<file path="config.mk">
export PLATFORM = sky130hd
export DESIGN_NAME = bpp_port
export DESIGN_NICKNAME = d
export VERILOG_FILES = /design/src/core/bpp_pkg.sv /design/src/core/bpp_port.sv /design/src/core/bpp_apb_dec.sv /design/src/core/bpp_pin_mux.sv
export SDC_FILE = /design/constraint.sdc
export NUM_CORES = 1
export LEC_CHECK = 0
export ABC_AREA = 1
export BUFFER_PORTS_ARGS = -buffer_cell sky130_fd_sc_hd__buf_2
export CAP_MARGIN = 0
export CORE_AREA = 2 2 81 83
export CTS_CLUSTER_SIZE = 16
export DETAILED_ROUTE_END_ITERATION = 12
export DIE_AREA = 0 0 83 85
export PLACE_DENSITY = 0.75
export SETUP_SLACK_MARGIN = 0.15
export SLEW_MARGIN = 15
export SYNTH_ARGS = -nofsm -noshare
export SYNTH_HDL_FRONTEND = slang
export SYNTH_SLANG_ARGS = --single-unit
</file>
<file path="constraint.sdc">
create_clock -name pclk -period 1.15 [get_ports pclk]
set_input_delay 0.23 -clock pclk [delete_from_list [all_inputs] [get_ports pclk]]
set_output_delay 0.23 -clock pclk [all_outputs]
set_load 0.02 [all_outputs]
</file>
<file path="src/core/bpp_pkg.sv">
// shared constants of the basic parallel port block
package bpp_pkg;

    // port geometry
    localparam int          BPP_PINS       = 8;
    localparam int          BPP_ADDR_W     = 12;
    localparam int          BPP_DATA_W     = 32;

    // register byte offsets on the bus
    localparam logic [11:0] BPP_OFF_DATA   = 12'h000;
    localparam logic [11:0] BPP_OFF_DIR    = 12'h004;
    localparam logic [11:0] BPP_OFF_SEL    = 12'h008;

    // register reset values: every pin a general-purpose input, latch clear
    localparam logic [7:0]  BPP_DATA_RST   = 8'h00;
    localparam logic [7:0]  BPP_DIR_RST    = 8'h00;
    localparam logic [7:0]  BPP_SEL_RST    = 8'hff;

    // function-select encoding per pin
    localparam logic        BPP_SEL_SPECIAL = 1'b0;
    localparam logic        BPP_SEL_GPIO    = 1'b1;

    // direction encoding per pin
    localparam logic        BPP_DIR_IN     = 1'b0;
    localparam logic        BPP_DIR_OUT    = 1'b1;

    // pins that carry the serial master lines
    localparam int          BPP_SPIM_TX_BIT = 0;
    localparam int          BPP_SPIM_RX_BIT = 1;

    // register index codes for the read multiplexer
    localparam logic [1:0]  BPP_REG_DATA   = 2'h0;
    localparam logic [1:0]  BPP_REG_DIR    = 2'h1;
    localparam logic [1:0]  BPP_REG_SEL    = 2'h2;
    localparam logic [1:0]  BPP_REG_NONE   = 2'h3;

endpackage : bpp_pkg

</file>
<file path="src/core/bpp_port.sv">
// eight-pin basic parallel port with register bus slave
`timescale 1ns/1ps
`default_nettype none

// Behaviour
// every pin carries either general-purpose i/o or an on-chip module function, chosen per pin.
// the port has data, direction and select registers of 8 bits, bit n steering only pin n.
// in general-purpose mode the direction bit decides whether the pin is driven or left as input.
// in special mode the module sets the pin direction and the direction bit is ignored.
// in special mode a read of the data bit returns the present pin level.
// as a general-purpose input a read of the data bit returns the present pin level.
// as a general-purpose output the pin is driven high for data bit 1 and low for data bit 0.
// a select bit of 0 hands the pin to its module, a select bit of 1 makes it general-purpose.
// an output-only module function holds its output enable on and drives the pin with its data.
// an input-only module function keeps its output enable off and receives the pin level.
// pin 0 carries the serial master transmit line and pin 1 its receive line when selected.
// software should load the data latch before switching a pin from module to general-purpose.
// bus writes update the registers at the completing edge, and reset restores their values.
module bpp_port
    import bpp_pkg::*;
(
    input  wire logic                  pclk,
    input  wire logic                  presetn,
    input  wire logic                  psel,
    input  wire logic                  penable,
    input  wire logic                  pwrite,
    input  wire logic [BPP_ADDR_W-1:0] paddr,
    input  wire logic [BPP_DATA_W-1:0] pwdata,
    input  wire logic [3:0]            pstrb,
    output logic      [BPP_DATA_W-1:0] prdata,
    output logic                       pready,
    output logic                       pslverr,
    input  wire logic [BPP_PINS-1:0]   pin_in,
    output logic      [BPP_PINS-1:0]   pin_out,
    output logic      [BPP_PINS-1:0]   pin_oe,
    input  wire logic [BPP_PINS-1:0]   mod_out,
    input  wire logic [BPP_PINS-1:0]   mod_oe,
    output logic      [BPP_PINS-1:0]   mod_in,
    input  wire logic                  spim_txd,
    output logic                       spim_rxd
);

    // configuration registers
    logic [BPP_PINS-1:0]   data_q;
    logic [BPP_PINS-1:0]   data_d;
    logic [BPP_PINS-1:0]   dir_q;
    logic [BPP_PINS-1:0]   dir_d;
    logic [BPP_PINS-1:0]   sel_q;
    logic [BPP_PINS-1:0]   sel_d;

    // bus answer registers
    logic [BPP_DATA_W-1:0] prdata_q;
    logic [BPP_DATA_W-1:0] prdata_d;
    logic                  pslverr_q;
    logic                  pslverr_d;

    // decode results
    logic                  setup_rd;
    logic                  setup_any;
    logic [1:0]            reg_idx;
    logic                  wr_data;
    logic                  wr_dir;
    logic                  wr_sel;

    // pin side
    logic [BPP_PINS-1:0]   rd_bits;
    logic [BPP_PINS-1:0]   rd_byte;
    logic [BPP_PINS-1:0]   mux_out;
    logic [BPP_PINS-1:0]   mux_oe;
    logic [BPP_PINS-1:0]   mux_in;

    // bus decode
    bpp_apb_dec u_dec (
        .psel      (psel),
        .penable   (penable),
        .pwrite    (pwrite),
        .paddr     (paddr),
        .pstrb     (pstrb),
        .setup_rd  (setup_rd),
        .setup_any (setup_any),
        .reg_idx   (reg_idx),
        .wr_data   (wr_data),
        .wr_dir    (wr_dir),
        .wr_sel    (wr_sel)
    );

    // next register values: a strobe loads the low byte of the write data
    assign data_d = wr_data ? pwdata[BPP_PINS-1:0] : data_q;
    assign dir_d  = wr_dir  ? pwdata[BPP_PINS-1:0] : dir_q;
    assign sel_d  = wr_sel  ? pwdata[BPP_PINS-1:0] : sel_q;

    // configuration registers, reset to general-purpose inputs
    always_ff @(posedge pclk or negedge presetn) begin
        if (!presetn) begin
            data_q <= BPP_DATA_RST;
            dir_q  <= BPP_DIR_RST;
            sel_q  <= BPP_SEL_RST;
        end else begin
            data_q <= data_d;
            dir_q  <= dir_d;
            sel_q  <= sel_d;
        end
    end

    // serial master lines replace the module lanes of pins 0 and 1
    always_comb begin
        mux_out                  = mod_out;
        mux_oe                   = mod_oe;
        mux_out[BPP_SPIM_TX_BIT] = spim_txd;
        mux_oe[BPP_SPIM_TX_BIT]  = 1'b1;
        mux_oe[BPP_SPIM_RX_BIT]  = 1'b0;
    end

    // per-pin function, direction and read-back selection
    bpp_pin_mux u_mux (
        .sel     (sel_q),
        .dir     (dir_q),
        .data    (data_q),
        .mod_out (mux_out),
        .mod_oe  (mux_oe),
        .pin_in  (pin_in),
        .pin_out (pin_out),
        .pin_oe  (pin_oe),
        .rd_bits (rd_bits),
        .mod_in  (mux_in)
    );

    // module-facing inputs, receive line taken straight from pin 1
    assign mod_in   = mux_in;
    assign spim_rxd = mux_in[BPP_SPIM_RX_BIT];

    // read selection, data reads show live pin levels except on general-purpose outputs
    assign rd_byte = (reg_idx == BPP_REG_DATA) ? rd_bits :
                     (reg_idx == BPP_REG_DIR)  ? dir_q   :
                     (reg_idx == BPP_REG_SEL)  ? sel_q   : '0;

    // answer captured in the setup cycle, upper bits read as zero
    assign prdata_d  = setup_rd  ? {{(BPP_DATA_W-BPP_PINS){1'b0}}, rd_byte} : prdata_q;
    assign pslverr_d = setup_any ? (reg_idx == BPP_REG_NONE) : pslverr_q;

    // bus answer registers
    always_ff @(posedge pclk or negedge presetn) begin
        if (!presetn) begin
            prdata_q  <= '0;
            pslverr_q <= 1'b0;
        end else begin
            prdata_q  <= prdata_d;
            pslverr_q <= pslverr_d;
        end
    end

    // zero-wait slave: every access phase completes at its first edge
    assign pready  = 1'b1;
    assign prdata  = prdata_q;
    assign pslverr = pslverr_q && psel && penable;

    // helper: pins in special mode or gpio input, where the pin level is read
    logic [BPP_PINS-1:0] live_mask;
    assign live_mask = ~(sel_q & dir_q);

    // helper: pins whose module lanes reach the pins unchanged, serial master pins excluded
    logic [BPP_PINS-1:0] lane_mask;
    always_comb begin
        lane_mask                  = '1;
        lane_mask[BPP_SPIM_TX_BIT] = 1'b0;
        lane_mask[BPP_SPIM_RX_BIT] = 1'b0;
    end
endmodule : bpp_port

`default_nettype wire

</file>
<file path="src/core/bpp_apb_dec.sv">
// address decode and strobes of the register bus slave
`timescale 1ns/1ps
`default_nettype none

module bpp_apb_dec
    import bpp_pkg::*;
(
    input  wire logic                  psel,
    input  wire logic                  penable,
    input  wire logic                  pwrite,
    input  wire logic [BPP_ADDR_W-1:0] paddr,
    input  wire logic [3:0]            pstrb,
    output logic                       setup_rd,
    output logic                       setup_any,
    output logic [1:0]                 reg_idx,
    output logic                       wr_data,
    output logic                       wr_dir,
    output logic                       wr_sel
);

    logic access_wr;

    // register index from the address, unmapped words get the spare code
    assign reg_idx = (paddr == BPP_OFF_DATA) ? BPP_REG_DATA :
                     (paddr == BPP_OFF_DIR)  ? BPP_REG_DIR  :
                     (paddr == BPP_OFF_SEL)  ? BPP_REG_SEL  : BPP_REG_NONE;

    // phase qualifiers
    assign setup_any = psel && !penable;
    assign setup_rd  = setup_any && !pwrite;
    assign access_wr = psel && penable && pwrite && pstrb[0];

    // one write strobe per register, only the low byte lane carries data
    assign wr_data = access_wr && (reg_idx == BPP_REG_DATA);
    assign wr_dir  = access_wr && (reg_idx == BPP_REG_DIR);
    assign wr_sel  = access_wr && (reg_idx == BPP_REG_SEL);

endmodule : bpp_apb_dec

`default_nettype wire

</file>
<file path="src/core/bpp_pin_mux.sv">
// per-pin multiplexer between general-purpose logic and an on-chip module
`timescale 1ns/1ps
`default_nettype none

module bpp_pin_mux
    import bpp_pkg::*;
(
    input  wire logic [BPP_PINS-1:0] sel,
    input  wire logic [BPP_PINS-1:0] dir,
    input  wire logic [BPP_PINS-1:0] data,
    input  wire logic [BPP_PINS-1:0] mod_out,
    input  wire logic [BPP_PINS-1:0] mod_oe,
    input  wire logic [BPP_PINS-1:0] pin_in,
    output logic      [BPP_PINS-1:0] pin_out,
    output logic      [BPP_PINS-1:0] pin_oe,
    output logic      [BPP_PINS-1:0] rd_bits,
    output logic      [BPP_PINS-1:0] mod_in
);

    // one identical cell per pin
    genvar i;
    generate
        for (i = 0; i < BPP_PINS; i++) begin : g_pin
            wire gpio_w   = (sel[i] == BPP_SEL_GPIO);
            wire drive_w  = gpio_w && (dir[i] == BPP_DIR_OUT);
            // direction from the module in special mode, from the register otherwise
            assign pin_oe[i]  = gpio_w ? drive_w : mod_oe[i];
            // data from the latch in gpio mode, from the module otherwise
            assign pin_out[i] = gpio_w ? data[i] : mod_out[i];
            // the latch only when driving as gpio output, else the pin level
            assign rd_bits[i] = drive_w ? data[i] : pin_in[i];
            // pin level always offered to the module
            assign mod_in[i]  = pin_in[i];
        end
    endgenerate

endmodule : bpp_pin_mux

`default_nettype wire

</file>
; After elaboration in Yosys (flattened, before gate mapping)
; Cells that the tools add are included.
[classes]
reduce_logical = 22
n_eq_ne = 5
muxes = 30
[ops]
columns = cell, count
row1 = $mux 1, 25
row2 = $mux 8, 3
row3 = $logic_and 1x1->1, 18
row4 = $eq 12x3->1 const B, 1
row5 = $eq 12x4->1 const B, 1
row6 = $logic_not 12->1, 1
row7 = $eq 2x2->1 const B, 2
row8 = $mux 2, 2
row9 = $eq 2x1->1 const B, 1
row10 = $logic_not 1->1, 2
row11 = $logic_not 2->1, 1
[totals]
word_cells = 62
in_bits = 78
register_bits = 33

; Longest topological paths before layout
[logic_depth]
depth_word = 8
ltp_mapped = 9

; Hierarchy
; A second synthesis with hierarchy kept.
[hier_totals]
cells_unflattened = 269
hier_area_um2 = 2132.0
[modules_own_cells]
columns = module, area_each_um2, cells_each, seq_area_each_um2, n_inst
row1 = bpp_port, 1659.1, 164, 835.8, 1
row2 = bpp_pin_mux, 360.3, 80, 0.0, 1
row3 = bpp_apb_dec, 112.6, 25, 0.0, 1

; Worst setup path after synthesis
; Ideal clock, no wire load.
[synth_path]
path_kind = reg-to-output
startpoint = register sel_q[0]
endpoint = output port pin_out[0]
path_buffers = 0
arrival_time_ps = 1081
path_slack_ps = -161
path_stages_with_launch = 3
path_cell_list = dfstp_2 inv_1 o21ai_0
[synth_between]
elab_chain_len = 1
[synth_rtl]
columns = element, line
row1 = start: declaration, bpp_port.sv:48  ; logic [BPP_PINS-1:0] sel_q;
row2 = start signal: assignment, bpp_port.sv:101  ; sel_q <= sel_d;
row3 = $mux 1, bpp_pin_mux.sv:29  ; assign pin_out[i] = gpio_w ? data[i] : mod_out[i];
row4 = end: declaration, bpp_port.sv:34  ; output logic [BPP_PINS-1:0] pin_out,
; No other way between the ends.

; Worst setup path after layout
[layout_path]
startpoint = register sel_q[0]
endpoint = output port pin_oe[0]
[layout_between]
elab_chain_len = 2
[layout_rtl]
columns = element, line
row1 = $logic_and 1x1->1, bpp_pin_mux.sv:25  ; wire drive_w = gpio_w && (dir[i] == BPP_DIR_OUT);
row2 = $mux 1 (*), bpp_pin_mux.sv:27  ; assign pin_oe[i] = gpio_w ? drive_w : mod_oe[i];
row3 = end: declaration, bpp_port.sv:35  ; output logic [BPP_PINS-1:0] pin_oe,
; Every way passes the cells marked *; elsewhere a longest branch is shown, timed or not.

==> impl_metrics.toml <==
[route]
post-route-drc-count = 0
wl_um = 6820
detailroute.via_count = 2565
wl_per_cell_um = 12.4
detail_route.iter0.violations = 104
ant_nets = 0
avgViaCountPerCell = 4.66
dr.pass1.iters = 4

[setup_path]
worst_ep_required_time_ns = 0.92
worstSetupEndpointType = "output port"
regToRegStartpoint = "sel_q[0]"
critical_path.startpoint_type = "flop"
cp_data_arrival_time_ns = 1.23
worstPathMaxFanout = 4
kind_of_critical_path = "flop to output port"
crit_start = "sel_q[0]"

[clock_tree]
clockBufferDepth = 2
clk_pin_slew_worst_paths_ns = 0.07
cts-root-buf = "clkbuf_8"
cts_buffer_count = 5
cts_max_level = 2
clkLatencyLatePin_ns = 0.29
clock-sinks = 33
tritoncts = "built"

[sta]
finalWorstPathRequiredPeriod_ns = 1.46
fin_worst_hold_slack_ns = 0.185
finalCritPeriodShare_pct = 127
finalMaxSlewViolations = 0
setup-violations-final = 25
final_hold_viols = 0
finalWorstSetupSlack_ns = -0.306
skew_ns = 0.00583
achievable-frequency_ghz = 0.687
grt_setup_unrepaired = "true"

[synth]
synth_top_area_share_pct = 25.9
ys_ff_latch = 33
yosysTopAreaCell = "dfrtp_1"
yosys-top-cells-area = "dfrtp_1 (26%), nand2_1 (23%), buf_4 (11%)"
netlist_top_cells_count = "nand2_1 (145), inv_1 (39), buf_4 (36)"
syn_area_per_cell_um2 = 7.07
yosys_warnings = 0
yosysSeqAreaShare_pct = 34.6
synth-main-ff-cell = "dfrtp_1"
synth.lib_cells_used.distinct = 24
synth_async_reset_ratio_pct = 100
synth_cells = 342
synth_edf_count = 0
area_of_the_mapped_netlist_mm2 = 0.00242
yosys.cell_count.top_type = "nand2_1"

[placed_design]
io_buffers = 81
post_dp_hpwl_um = 4490
placedCellCount = 512
dp_slack_ns = -0.206
globalplace.congestion = 0.877

[floorplanning]
fp-row-count = 29
fp.dieArea_mm2 = 0.00706
coreArea_mm2 = 0.00620
ioPinCount = 137
floorplan.die.height_um = 85
die_w_um = 83
floorplan.initialDensity_pct = 39.0

[power]
comb_power_share_pct = 23.3
internal-power_mw = 1.92
power_switching_mw = 0.790
netSwitchingFraction_pct = 29.2
vdd_ir_drop_max_v = 0.000590
share_clk_of_total_power_pct = 33.5
power_per_cell_area_mw_per_mm2 = 709
seqPwrFrac_pct = 43.2
p_total_mw = 2.71
cellLeakagePower_nw = 2.13

[status]
status = "finished with violations"
failed_checks = "negative setup slack"

[final_layout]
antenna_cells_inserted = 0
layout.nets = 550
drive_gt1_share_pct = 56.2
fin_cells = 550
multi_input_area_mm2 = 0.00145
n_fill_cell = 533
area.sequential_um2 = 836
layout_area_growth_over_synthesis_pct = 57.8
final_core_util_pct = 61.5

[global_routing]
grtUsageMet1_pct = 21.2
globalRoute.totalOverflow = 0
grt_start_max_net_pins = 34
gr_layer_usage_met2_pct = 33.9
grt_util_met3_pct = 3.79
global_route.usage.total_pct = 18.5
via_count_of_the_first_global_routing_pass = 2569
grt_pass1_wl_um = 10900
globalRoute.busiestLayer = "met2"
number_of_antenna_violations_at_the_first_check_in_global_routing = 0

[flow_run]
count_of_max_cap_constraint_violations = 0

[hold_path]
hold_start = "pwdata[1]"
hp-class = "input port to flop"
final cells by class:
type / count / area share (%)
multi-input combinational: 249 / 38.1
timing repair buffer: 141 / 30.9
sequential: 33 / 21.9
inverter: 42 / 4.20
tap: 77 / 2.52
clock buffer: 8 / 2.36
power groups by stage:
stage | Clock, mW | Combinational [mW] | Sequential (mW)
global placement | 0 | 0.479 | 1.19
global route | 0.984 | 0.675 | 1.17
CTS | 0.932 | 0.569 | 1.17
floorplan | 0 | 0.362 | 1.19
finish | 0.906 | 0.630 | 1.17
detailed placement | 0 | 0.487 | 1.19
cell usage in the layout, fill, tap and decap left out:
master         Yosys  final
o21ai_0            3      1
buf_4             36     38
nor2_8             2      2
nand2_4            2      5
nand3_4            1      2
nand3_2            0      6
buf_12             0      5
o21ai_2           16     16
dfstp_2            8      8
o21ai_4            0      1
nand4_1            8      8
conb_1             2     25
inv_2              2     15
nor2_2             3      2
clkbuf_1           0      2
buf_2              1     49
buf_6              5     48
nor2_4             1      7
nand4_4            1      1
clkinv_1           1      1
nand3_1           32     26
dlygate4sd3_1      0      1
inv_1             39     25
inv_4              0      1
nand2_2            1     51
nor2_1             6      1
nand2_8            0      1
nor3_4             0      1
or2_4              0      1
nand2_1          145     91
dfrtp_1           25     25
clkbuf_8           0      6
o21ai_1            0      1
worst max-delay path, stage by stage, from the launching register on:
cell and delay, ns:
dfstp_2 0.54, inv_2 0.05, or2_4 0.22, buf_6 0.13
path summary, 6_finish.rpt:
kind                       depth (start not counted)        end  slack (ns)
max in group asynchronous                          3   sel_q[6]        0.49
min                                                3  data_q[1]        0.18
min in group asynchronous                          3  data_q[3]        0.42
max                                                3  pin_oe[0]       -0.31
max reg2reg                                       10  prdata[0]       -0.23
min reg2reg                                        2  data_q[0]        0.49
registers in the layout (all words and copies together) (netlist names):
name       cells
dir_q          8
sel_q          8
data_q         8
pslverr_q      1
prdata         8
through the flow:
stage	TNS (ns)	area, um^2
after CTS	-4.05	3510
after detailed placement	-5.36	3000
final	-4.42	3820
after global routing	-5.83	3820
after global placement	-5.00	3000
after floorplan	0	2570
routing by layer:
metal	share of wire, %	wire, um	vias to the layer above
met5	0	0	-
met4	2.1	141	0
met3	4.5	310	16
met2	53	3590	88
met1	41	2780	1204
li1	-	-	1257
cells by family (layout without fill, tap and decap cells):
kind of cell,Yosys count,in the layout,synth area share (%)
AOI/OAI and AO/OA,19,19,6.41
other,2,25,0.311
DFF,33,33,34.6
buffers and inverters,84,191,20.2
and+or+nand+nor,204,205,38.5
timing repair:
item,in CTS,in global routing
pin swaps,28,41
gates resized for setup,79,78
hold buffers,1,0
endpoints found under the setup margin,49,55
gates cloned,1,0
hold endpoints to repair,25,0
buffers inserted,21,7
Note: power is estimated with default switching activity, not from simulation.
